File: config.mk
export PLATFORM = sky130hd
export DESIGN_NAME = arc_ctrl
export DESIGN_NICKNAME = d
export VERILOG_FILES = /design/src/rtl/arc_pkg.sv /design/src/rtl/arc_gain_store.sv /design/src/rtl/arc_rate_timer.sv /design/src/rtl/arc_ctrl.sv
export SDC_FILE = /design/constraint.sdc
export NUM_CORES = 1
export LEC_CHECK = 0
export ABC_AREA = 1
export BUFFER_PORTS_ARGS = -buffer_cell sky130_fd_sc_hd__buf_2
export CAP_MARGIN = 20
export CORE_ASPECT_RATIO = 2
export CORE_MARGIN = 2
export CORE_UTILIZATION = 52
export DETAILED_ROUTE_END_ITERATION = 7
export PLACE_DENSITY_LB_ADDON = 0.2
export SYNTH_ARGS = -nofsm -noshare
export SYNTH_HDL_FRONTEND = slang
export SYNTH_SLANG_ARGS = --single-unit
File: constraint.sdc
create_clock -name ref_clk -period 3.9 [get_ports ref_clk]
set_input_delay 0.585 -clock ref_clk [delete_from_list [all_inputs] [get_ports ref_clk]]
set_output_delay 0.585 -clock ref_clk [all_outputs]
set_load 0.01 [all_outputs]
File: src/rtl/arc_pkg.sv
package arc_pkg;

    ////////////////////////////////////////////////////////////////////////
    // register map
    localparam logic [7:0] ADDR_EXC     = 8'hD5;
    localparam logic [7:0] ADDR_GAIN_LO = 8'hEC;
    localparam logic [7:0] ADDR_GAIN_HI = 8'hED;
    localparam logic [7:0] ADDR_DECIM   = 8'hD6;

    localparam logic [7:0]  EXC_RESET   = 8'h00;
    localparam logic [7:0]  EXC_MASK    = 8'h7F;
    localparam logic [7:0]  DECIM_RESET = 8'h45;
    localparam logic [7:0]  DECIM_CAL   = 8'hFF;
    localparam logic [7:0]  DECIM_MIN   = 8'h0D;
    localparam logic [15:0] GAIN_RESET  = 16'h0000;
    localparam logic [7:0]  RDATA_NONE  = 8'h00;
    localparam logic [2:0]  MODE_IDLE   = 3'h0;

    // current control fields
    localparam int BIT_SRC1_EN   = 0;
    localparam int BIT_SRC2_EN   = 1;
    localparam int BIT_SRC1_PIN  = 2;
    localparam int BIT_SRC2_PIN  = 3;
    localparam int BIT_PRIM_CORR = 4;
    localparam int BIT_AUX_CORR  = 5;
    localparam int BIT_BURNOUT   = 6;

    ////////////////////////////////////////////////////////////////////////
    // timing
    localparam int REF_CLK_HZ  = 125000000;
    localparam int MOD_CLK_HZ  = 32768;
    localparam int MOD_DIV_CYC = REF_CLK_HZ / MOD_CLK_HZ;
    localparam logic [12:0] FILTER_MUL     = 13'h0018;
    localparam logic [1:0]  SETTLE_PERIODS = 2'h2;

    ////////////////////////////////////////////////////////////////////////
    // carriers
    typedef struct packed {
        logic [7:0] addr;
        logic       wr;
        logic       rd;
        logic [7:0] wdata;
    } arc_sfr_req_t;

    typedef struct packed {
        logic        busy;
        logic        gain_done;
        logic [15:0] gain;
    } arc_cal_t;

    typedef struct packed {
        logic burnout;
        logic aux_corr;
        logic prim_corr;
        logic src1_first;
        logic src1_second;
        logic src2_first;
        logic src2_second;
    } arc_exc_t;

    typedef enum logic [2:0] {
        T_IDLE   = 3'b001,
        T_SETTLE = 3'b010,
        T_RUN    = 3'b100
    } arc_tstate_t;

endpackage

File: src/rtl/arc_gain_store.sv
`timescale 1ns/1ps
`default_nettype none
module arc_gain_store (
    // clock and reset
    input  wire logic        clk,
    input  wire logic        rst_n,
    // load sources
    input  wire logic        load_factory,
    input  wire logic [15:0] factory_gain,
    input  wire logic        cal_load,
    input  wire logic [15:0] cal_gain,
    input  wire logic        wr_lo,
    input  wire logic        wr_hi,
    input  wire logic [7:0]  wdata,
    input  wire logic        mode_idle,
    // stored value
    output logic [15:0]      gain
);

    typedef struct packed {
        logic [15:0] gain;
    } arc_gs_st_t;

    arc_gs_st_t st_ff;
    arc_gs_st_t nxt_st;

    ////////////////////////////////////////////////////////////////////////
    // next state
    always_comb begin
        nxt_st = st_ff;
        if (load_factory) begin
            nxt_st.gain = factory_gain;
        end else if (cal_load) begin
            nxt_st.gain = cal_gain;
        end else if (mode_idle) begin
            if (wr_lo) begin
                nxt_st.gain[7:0] = wdata;
            end
            if (wr_hi) begin
                nxt_st.gain[15:8] = wdata;
            end
        end
    end

    always_ff @(posedge clk or negedge rst_n) begin
        if (!rst_n) begin
            st_ff.gain <= arc_pkg::GAIN_RESET;
        end else begin
            st_ff <= nxt_st;
        end
    end

    assign gain = st_ff.gain;
endmodule // arc_gain_store
`default_nettype wire

File: src/rtl/arc_rate_timer.sv
`timescale 1ns/1ps
`default_nettype none
module arc_rate_timer #(
    parameter int MOD_DIV = arc_pkg::MOD_DIV_CYC
) (
    // clock and reset
    input  wire logic       clk,
    input  wire logic       rst_n,
    // control
    input  wire logic [7:0] factor,
    input  wire logic       start,
    input  wire logic       continuous,
    // status
    output logic            busy,
    output logic            result
);

    localparam logic [11:0] DIV_LAST = 12'(MOD_DIV - 1);

    typedef struct packed {
        arc_pkg::arc_tstate_t state;
        logic [11:0]          div_cnt;
        logic [12:0]          per_cnt;
        logic [1:0]           nper;
        logic                 result;
    } arc_rt_st_t;

    arc_rt_st_t  st_ff;
    arc_rt_st_t  nxt_st;
    logic        tick;
    logic        per_end;
    logic [12:0] per_len;

    ////////////////////////////////////////////////////////////////////////
    // modulator tick and output period
    assign tick    = st_ff.div_cnt == DIV_LAST;
    assign per_len = 13'(factor) * arc_pkg::FILTER_MUL;
    assign per_end = tick && (st_ff.per_cnt == per_len - 13'h0001);

    always_comb begin
        nxt_st         = st_ff;
        nxt_st.result  = 1'b0;
        nxt_st.div_cnt = tick ? 12'h000 : st_ff.div_cnt + 12'h001;
        if (tick) begin
            nxt_st.per_cnt = per_end ? 13'h0000 : st_ff.per_cnt + 13'h0001;
        end
        unique case (st_ff.state)
            arc_pkg::T_IDLE: begin
                nxt_st.per_cnt = 13'h0000;
                nxt_st.nper    = 2'h0;
                if (start) begin
                    nxt_st.state = arc_pkg::T_SETTLE;
                end
            end
            arc_pkg::T_SETTLE: begin
                if (per_end) begin
                    if (st_ff.nper == arc_pkg::SETTLE_PERIODS - 2'h1) begin
                        nxt_st.result = 1'b1;
                        nxt_st.nper   = 2'h0;
                        nxt_st.state  = continuous ? arc_pkg::T_RUN
                                                   : arc_pkg::T_IDLE;
                    end else begin
                        nxt_st.nper = st_ff.nper + 2'h1;
                    end
                end
            end
            arc_pkg::T_RUN: begin
                if (!continuous) begin
                    nxt_st.state = arc_pkg::T_IDLE;
                end else if (per_end) begin
                    nxt_st.result = 1'b1;
                end
            end
            default: begin
                nxt_st.state = arc_pkg::T_IDLE;
            end
        endcase
    end

    always_ff @(posedge clk or negedge rst_n) begin
        if (!rst_n) begin
            st_ff.state   <= arc_pkg::T_IDLE;
            st_ff.div_cnt <= 12'h000;
            st_ff.per_cnt <= 13'h0000;
            st_ff.nper    <= 2'h0;
            st_ff.result  <= 1'b0;
        end else begin
            st_ff <= nxt_st;
        end
    end

    assign busy   = st_ff.state != arc_pkg::T_IDLE;
    assign result = st_ff.result;
endmodule // arc_rate_timer
`default_nettype wire

File: src/rtl/arc_ctrl.sv
`timescale 1ns/1ps
`default_nettype none
module arc_ctrl #(
    parameter int          MOD_DIV    = arc_pkg::MOD_DIV_CYC,
    parameter logic [7:0]  DECIM_ADDR = arc_pkg::ADDR_DECIM
) (
    // clock and reset
    input  wire logic              ref_clk,
    input  wire logic              rstn,
    // special function register access
    input  wire arc_pkg::arc_sfr_req_t sfr_req,
    output logic [7:0]             sfr_rdata,
    // converter state
    input  wire logic [2:0]        converter_mode_field,
    input  wire logic              primary_active,
    input  wire logic              aux_active,
    input  wire logic              conv_start,
    input  wire logic              conv_continuous,
    // calibration engine
    input  wire arc_pkg::arc_cal_t cal,
    input  wire logic [15:0]       factory_gain,
    // filter and datapath
    output logic [7:0]             decimation_factor_eff,
    output logic [15:0]            aux_gain_coef,
    output logic                   conv_busy,
    output logic                   conv_result,
    // current sources
    output arc_pkg::arc_exc_t      exc
);

    typedef struct packed {
        logic [7:0] decim;
        logic [7:0] exc;
        logic [7:0] rdata;
        logic       fact_done;
    } arc_top_st_t;

    arc_top_st_t st_ff;
    arc_top_st_t nxt_st;
    logic [1:0]  rst_sync_ff;
    logic        rst_n;
    logic        wr_exc;
    logic        wr_lo;
    logic        wr_hi;
    logic        wr_decim;
    logic        conv_any;
    logic        mode_idle;

    function automatic logic hit(input logic [7:0] a, input logic [7:0] r);
        hit = a == r;
    endfunction

    ////////////////////////////////////////////////////////////////////////
    // reset release
    always_ff @(posedge ref_clk or negedge rstn) begin
        if (!rstn) begin
            rst_sync_ff <= 2'h0;
        end else begin
            rst_sync_ff <= {rst_sync_ff[0], 1'b1};
        end
    end
    assign rst_n = rst_sync_ff[1];

    ////////////////////////////////////////////////////////////////////////
    // decode
    assign wr_exc    = sfr_req.wr && hit(sfr_req.addr, arc_pkg::ADDR_EXC);
    assign wr_lo     = sfr_req.wr && hit(sfr_req.addr, arc_pkg::ADDR_GAIN_LO);
    assign wr_hi     = sfr_req.wr && hit(sfr_req.addr, arc_pkg::ADDR_GAIN_HI);
    assign wr_decim  = sfr_req.wr && hit(sfr_req.addr, DECIM_ADDR);
    assign conv_any  = primary_active || aux_active || conv_busy;
    assign mode_idle = converter_mode_field == arc_pkg::MODE_IDLE;

    ////////////////////////////////////////////////////////////////////////
    // registers
    always_comb begin
        nxt_st           = st_ff;
        nxt_st.fact_done = 1'b1;
        if (wr_decim && !conv_any) begin
            nxt_st.decim = sfr_req.wdata;
        end
        if (wr_exc) begin
            nxt_st.exc = sfr_req.wdata & arc_pkg::EXC_MASK;
        end
        if (sfr_req.rd) begin
            if (hit(sfr_req.addr, arc_pkg::ADDR_EXC)) begin
                nxt_st.rdata = st_ff.exc;
            end else if (hit(sfr_req.addr, arc_pkg::ADDR_GAIN_LO)) begin
                nxt_st.rdata = aux_gain_coef[7:0];
            end else if (hit(sfr_req.addr, arc_pkg::ADDR_GAIN_HI)) begin
                nxt_st.rdata = aux_gain_coef[15:8];
            end else if (hit(sfr_req.addr, DECIM_ADDR)) begin
                nxt_st.rdata = st_ff.decim;
            end else begin
                nxt_st.rdata = arc_pkg::RDATA_NONE;
            end
        end
    end

    always_ff @(posedge ref_clk or negedge rst_n) begin
        if (!rst_n) begin
            st_ff.decim     <= arc_pkg::DECIM_RESET;
            st_ff.exc       <= arc_pkg::EXC_RESET;
            st_ff.rdata     <= arc_pkg::RDATA_NONE;
            st_ff.fact_done <= 1'b0;
        end else begin
            st_ff <= nxt_st;
        end
    end

    assign sfr_rdata = st_ff.rdata;

    ////////////////////////////////////////////////////////////////////////
    // gain coefficient and rate
    arc_gain_store u_gain (
        .clk          (ref_clk),
        .rst_n        (rst_n),
        .load_factory (!st_ff.fact_done),
        .factory_gain (factory_gain),
        .cal_load     (cal.gain_done),
        .cal_gain     (cal.gain),
        .wr_lo        (wr_lo),
        .wr_hi        (wr_hi),
        .wdata        (sfr_req.wdata),
        .mode_idle    (mode_idle),
        .gain         (aux_gain_coef)
    );

    // calibration runs at the slowest rate, software value untouched
    assign decimation_factor_eff = cal.busy ? arc_pkg::DECIM_CAL
                                            : st_ff.decim;

    arc_rate_timer #(
        .MOD_DIV (MOD_DIV)
    ) u_timer (
        .clk        (ref_clk),
        .rst_n      (rst_n),
        .factor     (decimation_factor_eff),
        .start      (conv_start),
        .continuous (conv_continuous),
        .busy       (conv_busy),
        .result     (conv_result)
    );

    ////////////////////////////////////////////////////////////////////////
    // current source steering
    always_comb begin
        exc.burnout     = st_ff.exc[arc_pkg::BIT_BURNOUT];
        exc.aux_corr    = st_ff.exc[arc_pkg::BIT_AUX_CORR];
        exc.prim_corr   = st_ff.exc[arc_pkg::BIT_PRIM_CORR];
        // no exclusion: both sources may share one pin
        exc.src2_first  = st_ff.exc[arc_pkg::BIT_SRC2_EN]
                        & st_ff.exc[arc_pkg::BIT_SRC2_PIN];
        exc.src2_second = st_ff.exc[arc_pkg::BIT_SRC2_EN]
                        & ~st_ff.exc[arc_pkg::BIT_SRC2_PIN];
        exc.src1_second = st_ff.exc[arc_pkg::BIT_SRC1_EN]
                        & st_ff.exc[arc_pkg::BIT_SRC1_PIN];
        exc.src1_first  = st_ff.exc[arc_pkg::BIT_SRC1_EN]
                        & ~st_ff.exc[arc_pkg::BIT_SRC1_PIN];
    end
endmodule // arc_ctrl
`default_nettype wire

; Yosys cells after proc, flatten, opt, wreduce, memory -nomap -nowiden
; Cells that the tools add are included.
[word_totals]
register_bits = 73
latchBits = 0
ramBits = 0
romBits = 0
inputBits = 61
n_memories = 0
[op_classes]
add_sub_neg = 4
mul = 1
div_mod_pow = 0
order_cmp = 0
eq_ne = 18
shifts = 0
mux = 27
n_bitwise = 6
reduce_logical = 16
[op_table]
columns = op, count
row1 = two-way mux 8 bit, 7
row2 = two-way mux 16 bit, 3
row3 = two-way mux 13 bit, 3
row4 = equality test 8 bit (second input constant), 4
row5 = two-way mux 3 bit, 6
row6 = adder 13 x 1 -> 13 bit (second input constant), 1
row7 = equality test 13 bit, 1
row8 = subtractor 13 x 1 -> 13 bit (second input constant), 1
row9 = adder 12 x 1 -> 12 bit (second input constant), 1
row10 = equality test 12 bit (second input constant), 1
row11 = two-way mux 12 bit, 1
row12 = multiplier 8 x 2 -> 10 bit (second input constant), 1
row13 = != test 3 x 2 -> 1 bit (second input constant), 3
row14 = case mux 3 bit (3 select lines), 1
row15 = logical AND 1 bit, 6
row16 = AND reduction 2 bit, 3
row17 = AND 1 bit, 4
row18 = != test 2 x 1 -> 1 bit (second input constant), 2
row19 = != test 2 bit (second input constant), 2
row20 = case mux 2 bit (2 select lines), 1
row21 = AND reduction 4 bit, 1
row22 = nonzero test 2 bit, 2
row23 = equality test 3 x 1 -> 1 bit (second input constant), 1
row24 = equality test 3 x 2 -> 1 bit (second input constant), 1
row25 = 11 further kinds, 15

; Depth between registers and ports, before layout
; Gate-level depths: netlist (run 1).
[depth]
word_depth = 8
depth_mapped = 20

; By module
; Synthesis (run 1) repeated with hierarchy kept, for this count alone.
[hier_totals]
cells_unflattened = 731
hier_area_um2 = 5200.0
[modules_own_cells]
columns = mod, instances, cells_per_inst, area_each_um2, seq_area_each_um2
row1 = arc_rate_timer, 1, 385, 2516.2, 777.0
row2 = arc_ctrl, 1, 212, 1707.9, 654.4
row3 = arc_gain_store, 1, 134, 975.9, 400.4

; Least setup slack after synthesis (run 1)
; OpenSTA, ideal clock, no wires.
[synth_path]
path_type = input to register
startpoint = in cal[17] (netlist name)
endpoint = reg u_timer.st_ff[3] (netlist name)
setup_time_ps = 151
t_arrival_ps = 2913
t_required_ps = 3749
path_slack_ps = 837
path_stages = 17
path_cell_list = nor2_1 > inv_1 > ha_1 > fa_1 > nor2_1 > nand2_1 > nor2_2 > nand3_2 > nor2_4 > nand2_2 > nor2_2 > nand3_2 > nand2_2 > nand2_4 > o21ai_4 > buf_6 > mux2i_4
[synth_via]
elab_chain_len = 8
[synth_lines]
columns = item, line
row1 = start: declaration, arc_ctrl.sv:20  ; input wire arc_pkg::arc_cal_t cal,
row2 = two-way mux 8 bit, arc_ctrl.sv:129  ; assign decimation_factor_eff = cal.busy ? arc_pkg::DECIM_CAL
row3 = via decimation_factor_eff[1], arc_ctrl.sv:23  ; output logic [7:0] decimation_factor_eff,
row4 = multiplier 8 x 2 -> 10 bit, arc_rate_timer.sv:37  ; assign per_len = 13'(factor) * arc_pkg::FILTER_MUL;
row5 = subtractor 13 x 1 -> 13 bit, arc_rate_timer.sv:38  ; assign per_end = tick && (st_ff.per_cnt == per_len - 13'h0001);
row6 = equality test 13 bit, arc_rate_timer.sv:38
row7 = logical AND 1 bit, arc_rate_timer.sv:38
row8 = two-way mux 13 bit, arc_rate_timer.sv:45  ; nxt_st.per_cnt = per_end ? 13'h0000 : st_ff.per_cnt + 13'h0001;
row9 = two-way mux 13 bit, arc_rate_timer.sv:44  ; if (tick) begin
row10 = two-way mux 13 bit, arc_rate_timer.sv:47  ; unique case (st_ff.state)
row11 = end signal: assignment, arc_rate_timer.sv:88  ; st_ff <= nxt_st;
row12 = end: declaration, arc_rate_timer.sv:28  ; arc_rt_st_t st_ff;
; The timed path passes the listed nets, and every way through them passes these cells. The select of a mux whose other input is x is not followed.
; A chain may end at the register's enable or synchronous reset.

; Worst setup path in the final report (run 1)
[layout_path]
startpoint = reg st_ff[18] (netlist name)
endpoint = reg u_timer.st_ff[4] (netlist name)
[layout_via]
elab_chain_len = 8
[layout_lines]
columns = item, line
row1 = start: declaration, arc_ctrl.sv:38  ; arc_top_st_t st_ff;
row2 = start signal: assignment, arc_ctrl.sv:106  ; st_ff <= nxt_st;
row3 = two-way mux 8 bit, arc_ctrl.sv:129
row4 = multiplier 8 x 2 -> 10 bit, arc_rate_timer.sv:37
row5 = subtractor 13 x 1 -> 13 bit, arc_rate_timer.sv:38
row6 = equality test 13 bit, arc_rate_timer.sv:38
row7 = logical AND 1 bit, arc_rate_timer.sv:38
row8 = two-way mux 13 bit, arc_rate_timer.sv:45
row9 = two-way mux 13 bit, arc_rate_timer.sv:44
row10 = two-way mux 13 bit, arc_rate_timer.sv:47
; Every way passes these cells. The select of a mux whose other input is x is not followed.

==> results of run 1 <==
-- area by class of cell --
| cell class | count | share of cell area, % |
|---|---|---|
| clock buffer | 11 | 4.068 |
| clock inverter | 5 | 1.837 |
| inverter | 109 | 7.152 |
| multi-input combinational | 457 | 42.83 |
| sequential | 73 | 32.04 |
| tap | 102 | 2.231 |
| timing repair buffer | 107 | 9.843 |
-- cells in the final DEF (no fill, tap or decap), types with 4 or more instances in the layout --
master	instances
nand2_1	167
inv_1	106
buf_2	101
dfrtp_1	68
nand3_1	51
o21ai_0	51
nor2_1	47
a21oi_1	23
ha_1	12
nand2_2	11
o211ai_1	9
o22ai_2	9
clkbuf_16	9
nor3_1	8
o22ai_1	8
nor2_2	6
nor4_1	6
xor2_1	6
nand4_1	5
or2_2	5
buf_4	5
mux2_2	4
dfstp_2	4
-- power by group through the flow --
stage / clock (W) / combinational [W] / sequential (W)
3_3_place_gp: 0 / 0.000442 / 0.000852
2_1_floorplan: 0 / 0.000298 / 0.000855
6_report: 0.000936 / 0.000462 / 0.000833
3_5_place_dp: 0 / 0.000452 / 0.000853
5_1_grt: 0.000976 / 0.000523 / 0.000838
4_1_cts: 0.000947 / 0.000454 / 0.000840
-- flip-flops by register name (all words and copies together) (netlist names) --
name	flops
rst_sync_ff	2
st_ff	13
u_timer.st_ff	30
sfr_rdata	8
exc	3
u_gain.gain	16
u_timer.result	1
-- path summary, 6_finish.rpt --
kind,endpoint,depth (start not counted)
min in group ref_clk,rst_sync_ff[1],0
hold reg to reg,u_timer.st_ff[16],0
setup / recovery,u_timer.st_ff[4],17
max in group asynchronous,st_ff[23],2
setup reg to reg,u_timer.st_ff[4],17
hold / removal,rst_sync_ff[1],1
-- metrics by stage --
stage / hold slack, ps / setup WS (ps) / std cells / util [%] / total power, W
floorplan: 289.4 / 836.6 / 662 / - / 0.001153
global placement: 338.1 / 431.7 / 847 / 59.50 / 0.001294
detailed placement: 349.0 / 316.6 / 847 / 59.50 / 0.001305
CTS: 15.66 / 640.4 / 863 / 63.25 / 0.002241
global route: 17.07 / 315.3 / 864 / 63.47 / 0.002336
finish: 21.48 / 607.0 / 864 / 63.47 / 0.002231
-- layer usage --
layer / GRT usage, % / wire length [um] / up-vias
met3: 3.669 / 513 / 41
li1: - / - / 2313
met4: 14.20 / 556 / 0
met5: 0 / 0 / -
met2: 51.23 / 7301 / 164
met1: 26.69 / 4388 / 2160
-- cells by family (layout without fill, tap and decap cells) --
| logic type | after synthesis | count (layout) |
|---|---|---|
| compound gates | 113 | 113 |
| xor+xnor | 8 | 8 |
| fa+ha+maj | 13 | 13 |
| buf+inv | 132 | 232 |
| flops | 73 | 73 |
| mux | 5 | 5 |
| other cells | 1 | 2 |
| simple gates | 316 | 316 |
==> qor.yml, run 1 <==
setup_path:
  crit_fanout: 12
  critPathCaptureType: "flop"
  r2r_setup_slack_ps: 610
  timing.critical_path.buf_inv: 2
  crit_type: "flop to flop"
  critPathSlowestCell: "fa_1"
  critPathLaunchType: "flop"
  worstPathRequired_ps: 4100
  max_stage_delay_ps: 530
  path_delay_family: "simple AND/OR/NAND/NOR gates"
  cp_data_arrival_time_ps: 3490
  critPathLaunch: "st_ff[18]"
  crit_path_cell_trace: "nor2_1 > inv_1 > ha_1 > fa_1 > inv_1 > nand2_1 > nand2_1 > nand2_1 > nand2_1 > nor2_1 > nand2_1 > nor2_1 > nand3_1 > nor2_2 > nand3_4 > o21ai_4 > o21ai_0"
  crit_path_frequent_cell: "nand2_1"
  reg2reg_from: "st_ff[18]"
synth:
  synth_edf_count: 0
  synthDistinctLibCells: 45
  muxShareOfSynthArea_pct: 1.401
  avgSynthCellArea_um2: 7.297
  synthSimpleGateAreaFrac_pct: 29.39
  synthAdderAreaFrac_pct: 3.528
  yosysTopAreaCell: "dfrtp_1"
  synth_xor_area_share_pct: 1.608
  netlist_area_mm2: 0.004823
  ys_top_cells_by_area: "dfrtp_1, nand2_1, inv_1"
  synth_top_cell_area_share_pct: 35.80
  synth_top_flop_cell: "dfrtp_1"
  ys_warn_count: 0
  synth_top_family_by_area: "simple AND/OR/NAND/NOR gates"
  yosysSeqAreaShare_pct: 37.98
  synth-async-reset-ratio_pct: 100.0
  synthCells: 661
  synthTopCellsByCount: "nand2_1, inv_1, dfrtp_1, nand3_1, o21ai_0"
  ys_seq_elements: 73
  synth_compound_area_share_pct: 14.71
  yosysMostFrequentCell: "nand2_1"
power:
  power.share.switching_pct: 29.15
  p_per_area_mw_per_mm2: 390.0
  vdd_drop_max_uv: 324.4
  p_comb_share_pct: 20.7
  p_int_w: 0.001581
  p_switching_w: 0.0006503
  p_leak_nw: 2.907
  clock_power_share_pct: 41.9
  pwr-share-seq_pct: 37.3
timing:
  fin_tns_setup_ps: 0
  setup_viol: 0
  hold_viol: 0
  period_needed_ps: 3293
  finClkSkew_ps: 6.894
  post-route-period-util_pct: 84.44
  worst_slew_pin_slew_ps: 598.9
  maxSlewViolCount: 0
  clock.fmax_mhz: 303.7
  rsz0062_at_grt: "false"
  relSlewSlack_pct: 59.98
layout:
  antenna_cells_inserted: 0
  finalNetCount: 831
  final_design_area_no_fill_mm2: 0.005720
  multi_input_area_mm2: 0.002450
  drive_gt1_share_pct: 22.97
  seq_area_mm2: 0.001833
  fillers: 796
  syn_to_final_growth_pct: 18.60
cts:
  path_clk_slew_ps: 60
  cts_setup_buffers: 0
  cts_resized: 0
  cts_root_buffer: "clkbuf_16"
  clockBufferDepth: 2
  cts_tree: "done"
  cts_buffers: 9
  cts_sinks: 73
  cts_hold_buf: 0
  htreeDepth: 3
  clock_latency_ps: 340
floorplan:
  start_util_pct: 53.52
  ios: 102
  rows: 49
  core_mm2: 0.009012
  die_w_um: 72.10
  die_h_um: 140.2
  die_area_mm2: 0.01011
global_route:
  grt_pass1_wl_um: 21250
  grt_pass1_vias: 4833
  grt_max_degree: 49
  grt.overflow.total: 0
  grtUsageTotal_pct: 26.87
  antenna_found_initial: 0
drt:
  wl_um: 12760
  drtAntennaViolNets: 0
  avgRoutedWirePerCell_um: 14.77
  drt_iter0_drc: 219
  vias: 4678
  via_per_inst: 5.414
  dr.pass1.iters: 6
  drcViolationCount: 0
place:
  dpl.hpwl_um: 10220
  place_area_mm2: 0.005363
  portBuffers: 101
  globalplace.congestion: 0.8977
hold_path:
  hold_class: "primary input to async pin"
flow_run:
  cap_viol_max_count: 0
status:
  status: "finished, final reports clean"
Note: power is estimated with default switching activity, not from simulation.
==> run 2, diff against run 1 <==
--- a/config.mk
+++ b/config.mk
@@ -5,12 +5,12 @@
 export SDC_FILE = /design/constraint.sdc
 export NUM_CORES = 1
 export LEC_CHECK = 0
-export ABC_AREA = 1
+export ABC_AREA = 0
 export BUFFER_PORTS_ARGS = -buffer_cell sky130_fd_sc_hd__buf_2
 export CAP_MARGIN = 20
 export CORE_ASPECT_RATIO = 2
 export CORE_MARGIN = 2
-export CORE_UTILIZATION = 52
+export CORE_UTILIZATION = 49
 export DETAILED_ROUTE_END_ITERATION = 7
 export PLACE_DENSITY_LB_ADDON = 0.2
 export SYNTH_ARGS = -nofsm -noshare
==> constraint.sdc (replaced) <==
create_clock -name ref_clk -period 2.7 [get_ports ref_clk]
set_input_delay 0.405 -clock ref_clk [delete_from_list [all_inputs] [get_ports ref_clk]]
set_output_delay 0.405 -clock ref_clk [all_outputs]
set_load 0.01 [all_outputs]
==> qor.yml, run 2 <==
status:
  status: "finished, violations left"
  violations: "negative setup slack"
synth:
  yosysTopAreaCell: "dfrtp_1"
  synth_top_cell_area_share_pct: 38.86
  ys_top_cells_by_area: "dfrtp_1, nand2_1, o21ai_0"
  netlist_area_mm2: 0.004443
  synth-async-reset-ratio_pct: 100.0
  synth_top_flop_cell: "dfrtp_1"
  synthDistinctLibCells: 65
  ys_seq_elements: 73
  synthTopCellsByCount: "dfrtp_1, nand2_1, nor2_1, o21ai_0, a21oi_1"
  yosysMostFrequentCell: "dfrtp_1"
  synth_edf_count: 0
  avgSynthCellArea_um2: 9.067
  ys_warn_count: 0
  yosysSeqAreaShare_pct: 41.23
  synthCells: 490
timing:
  finClkSkew_ps: 5.113
  rsz0062_at_grt: "true"
  hold_viol: 0
  relSlewSlack_pct: 35.13
  setup_viol: 18
  clock.fmax_mhz: 293.1
  maxSlewViolCount: 0
  period_needed_ps: 3412
  hold_ws_ps: 230.3
  post-route-period-util_pct: 126.4
  worst_slew_pin_slew_ps: 973.0
  finalWorstSetupSlack_ps: -711.6
cts:
  cts_sinks: 73
  cts_tree: "done"
  clockBufferDepth: 2
  path_clk_slew_ps: 60
  cts_buffers: 9
  clock_latency_ps: 340
  cts_root_buffer: "clkbuf_16"
  htreeDepth: 3
drt:
  drt_iter0_drc: 198
  drcViolationCount: 0
  dr.pass1.iters: 4
  drtAntennaViolNets: 0
  vias: 4114
  wl_um: 12050
  via_per_inst: 5.449
  avgRoutedWirePerCell_um: 15.96
setup_path:
  crit_type: "flop to flop"
  max_stage_delay_ps: 490
  critPathCaptureType: "flop"
  crit_path_cell_trace: "or2_4 > buf_6 > fa_1 > or4_4 > or2_4 > buf_6 > o311a_1 > nor3_1 > a31o_2 > nand4_4 > or2_1 > o221a_1"
  critPathLaunchType: "flop"
  crit_fanout: 7
  worstPathRequired_ps: 2930
  critPathSlowestCell: "or4_4"
  rr_worst_depth: 12
  cp_data_arrival_time_ps: 3640
  r2r_setup_slack_ps: -710
  reg2reg_from: "st_ff[18]"
  r2r_end: "u_timer.st_ff[1]"
global_route:
  antenna_found_initial: 0
  grt_max_degree: 33
  grt_pass1_vias: 4245
  grtUsageTotal_pct: 25.95
  grt_pass1_wl_um: 19820
  grt.overflow.total: 0
layout:
  drive_gt1_share_pct: 36.14
  seq_area_mm2: 0.001833
  largest_register_ffs: 30
  multi_input_area_mm2: 0.002512
  syn_to_final_growth_pct: 33.15
  final_cell_mix: "buf_2, buf_4, dfrtp_1"
  top_register: "u_timer.st_ff"
  layout_commonest_cell: "buf_2"
  finalNetCount: 722
  fillers: 699
  antenna_cells_inserted: 0
  reg_top3: "u_timer.st_ff x30, u_gain.gain x16, st_ff x13"
floorplan:
  die_area_mm2: 0.009891
  core_mm2: 0.008890
  start_util_pct: 49.98
  die_w_um: 71.33
  die_h_um: 138.7
  ios: 102
  rows: 49
power:
  p_leak_nw: 2.836
  vdd_drop_max_uv: 355.3
  finalPower_w: 0.003263
  p_per_area_mw_per_mm2: 551.5
hold_path:
  hold_class: "flop to async pin"
place:
  portBuffers: 101
  globalplace.congestion: 0.8516
  dpl.hpwl_um: 9734
flow_run:
  cap_viol_max_count: 0
-- run 2: changes by cell type after synthesis, moves of 12 or more --
| cell | delta |
|---|---|
| nand2_1 | -110 |
| inv_1 | -94 |
| nand3_1 | -43 |
| a22oi_1 | +14 |
| nor2b_1 | +14 |
| xor2_1 | +13 |
| xnor2_1 | +12 |
-- run 2: cell type report --
cell class | count | share of cell area (%)
well taps | 102 | 2.157
repair buffers | 175 | 18.10
inverters | 12 | 0.7614
clock buffers | 9 | 3.807
flip-flops and latches | 73 | 30.99
clock inverters | 7 | 1.713
multi-input cells | 377 | 42.47
-- run 2: power breakdown --
group / switching, W / internal (W) / leakage, nW
Sequential: 0.0000732 / 0.00116 / 0.933
Combinational: 0.000378 / 0.000342 / 1.74
Clock: 0.000490 / 0.000820 / 0.158
Total: 0.000942 / 0.00232 / 2.84
-- run 2: worst max-delay path, delay by kind of cell (launching register included) --
kind / cells / cell delay (ps)
simple gates: 6 / 1540
flops: 1 / 370
compound gates: 3 / 640
buf+inv: 2 / 250
fa+ha+maj: 1 / 480
-- run 2: repair_timing --
item	4_1_cts	5_1_grt
hold buffers	1	0
pin swaps	10	1
gates resized for setup	5	4
endpoints found under the hold margin	2	0
setup buffers	5	1
endpoints found under the setup margin	18	18
-- run 2: cells by family after synthesis --
group                    count (synthesis)  share of synthesized area, %
adder cells (fa/ha/maj)                 13                         3.830
AND/OR/NAND/NOR                        189                         20.92
AO/OA/AOI/OAI                          125                         18.61
multiplexers                            14                         3.548
XOR/XNOR                                34                         7.322
flip-flops                              73                         41.23
buffers and inverters                   41                         4.449
other                                    1                       0.08440
-- run 2: worst max-delay path by stage --
stage,start,end,slack (ps),depth (start not counted)
floorplan,cal[17],u_timer.st_ff[1],-920,12
global placement,cal[17],u_timer.st_ff[1],-850,12
detailed placement,cal[17],u_timer.st_ff[1],-960,12
CTS,st_ff[18],u_timer.st_ff[1],-760,11
global route,st_ff[18],u_timer.st_ff[29],-800,12
finish,st_ff[18],u_timer.st_ff[1],-710,12
-- run 2: through the flow --
stage                     cell area [um^2]  cells  TNS, ps  setup slack [ps]  util, %
final                                 5916    755   -12010            -711.6    66.54
after global routing                  5916    755   -13760            -798.8    66.54
after CTS                             5888    754   -12490            -759.7    66.24
after detailed placement              5487    732   -16260            -955.1    61.72
after global placement                5487    732   -14660            -854.5    61.72
after floorplan                       4507    491   -15120            -915.1        -
-- run 2: layer usage --
| metal | up-vias | global-route usage [%] | part of all wire [%] |
|---|---|---|---|
| met5 | - | 0 | 0 |
| met4 | 0 | 11.92 | 3.5 |
| met3 | 27 | 5.233 | 3.6 |
| met2 | 105 | 50.44 | 59 |
| met1 | 1937 | 24.67 | 34 |
| li1 | 2045 | - | - |
==> run 3, diff against run 2 <==
--- a/config.mk
+++ b/config.mk
@@ -12,6 +12,7 @@
 export CORE_MARGIN = 2
 export CORE_UTILIZATION = 49
 export DETAILED_ROUTE_END_ITERATION = 7
+export GPL_TIMING_DRIVEN = 0
 export PLACE_DENSITY_LB_ADDON = 0.2
 export SYNTH_ARGS = -nofsm -noshare
 export SYNTH_HDL_FRONTEND = slang
==> qor.yml, run 3 (synthesis gave the netlist of run 2 again) <==
layout:
  layout_commonest_cell: "buf_2"
  drive_gt1_share_pct: 31.31
  finalNetCount: 695
  reg_top3: "u_timer.st_ff x30, u_gain.gain x16, st_ff x13"
  top_register: "u_timer.st_ff"
  syn_to_final_growth_pct: 27.91
  antenna_cells_inserted: 0
  largest_register_ffs: 30
  final_cell_mix: "buf_2, dfrtp_1, nand2_1"
  final_core_util_pct: 63.93
drt:
  drcViolationCount: 0
  dr.pass1.iters: 4
  drt_iter0_drc: 224
  via_per_inst: 5.582
  vias: 4064
  wl_um: 12440
  drtAntennaViolNets: 0
  avgRoutedWirePerCell_um: 17.09
setup_path:
  worstPathRequired_ps: 2920
  cp_data_arrival_time_ps: 3800
  critPathLaunchType: "flop"
  crit_type: "flop to flop"
  crit_fanout: 7
  critPathCaptureType: "flop"
flow_run:
  cap_viol_max_count: 0
timing:
  finalWorstSetupSlack_ps: -879.1
  worst_slew_pin_slew_ps: 1014
  hold_viol: 0
  clock.fmax_mhz: 279.4
  rsz0062_at_grt: "true"
  finClkSkew_ps: 10.44
  hold_ws_ps: 334.6
  fin_tns_setup_ps: -14890
  setup_viol: 18
  relSlewSlack_pct: 31.82
  period_needed_ps: 3579
  post-route-period-util_pct: 132.6
  maxSlewViolCount: 0
floorplan:
  rows: 49
  core_mm2: 0.008890
  ios: 102
  die_area_mm2: 0.009891
  start_util_pct: 49.98
  die_w_um: 71.33
  die_h_um: 138.7
power:
  p_per_area_mw_per_mm2: 547.0
  vdd_drop_max_uv: 413.4
  finalPower_w: 0.003109
  p_leak_nw: 2.636
global_route:
  antenna_found_initial: 0
  grt_pass1_wl_um: 20310
  grtUsageTotal_pct: 26.39
  grt.overflow.total: 0
  grt_pass1_vias: 4247
  grt_max_degree: 72
place:
  dpl.hpwl_um: 9576
  place_ws_ps: -1363
  portBuffers: 100
  globalplace.congestion: 0.8545
cts:
  path_clk_slew_ps: 60
  clockBufferDepth: 2
  cts_sinks: 73
  clock_latency_ps: 340
  cts_tree: "done"
  cts_buffers: 9
  cts_root_buffer: "clkbuf_16"
  htreeDepth: 3
status:
  status: "finished, violations left"
  violations: "negative setup slack"
hold_path:
  hold_class: "primary input to flop"
## run 3: cell count changes in the layout (fill, tap and decap cells not counted), moves of 2 or more
cell and change:
buf_2 +2, buf_1 +2, nor3b_1 -2, o21ai_4 +2, nor3b_2 +2, clkbuf_1 +14
buf_4 -46
## run 3: per-stage QoR
step                      instances  instance area (um^2)
after CTS                       725                  5630
after global routing            728                  5683
final                           728                  5683
after global placement          693                  5135
after detailed placement        694                  5150
after floorplan                 491                  4507
## run 3: worst max-delay path: stages (launching register included)
cell       delay, ps
dfrtp_1          380
or2_4            270
ha_4             170
fa_1             460
or4_4            500
or2_4            270
o21bai_4         190
a2111oi_4        360
xnor2_2          170
a31oi_4          190
or2_1            300
o221a_1          210
## run 3: where the power goes
group          internal (W)  leakage [nW]  switching (W)
clock              0.000718         0.143       0.000457
sequential          0.00116         0.933      0.0000882
combinational      0.000300          1.56       0.000386
## run 3: timing repair
action                                 CTS  global route
gates cloned                             1             0
hold buffers                             1             0
endpoints found under the hold margin    2             0
setup buffers                           13             3
pin swaps                               19             4
resized for setup                       10             5
setup endpoints to repair               18            18
## run 3: worst paths after layout
kind,start,to,slack [ps],cells past startpoint
worst max register to register,st_ff[18],u_timer.st_ff[1],-880,11
worst max-delay path,st_ff[18],u_timer.st_ff[1],-880,11
max in group asynchronous,rst_sync_ff[1],st_ff[22],1640,0
worst min register to register,rst_sync_ff[0],rst_sync_ff[1],360,0
worst min-delay path,sfr_req[7],st_ff[24],330,2
min in group asynchronous,rstn,rst_sync_ff[1],380,2
## run 3: final cells by class
cell class,instances,area (um^2)
timing repair buffer,118,651.9
inverter,12,45.04
buffer,29,162.7
clock inverter,6,65.06
fill,728,3207
clock buffer,10,229.0
multi-input combinational,378,2566
tap,102,127.6
sequential,73,1836
## run 3: routing by layer
layer / vias up / GRT usage (%) / routed length (um)
li1: 1994 / - / -
met1: 1937 / 25.25 / 4200
met2: 106 / 51.51 / 7321
met3: 27 / 4.942 / 426
met4: 0 / 11.82 / 490
met5: - / 0 / 0
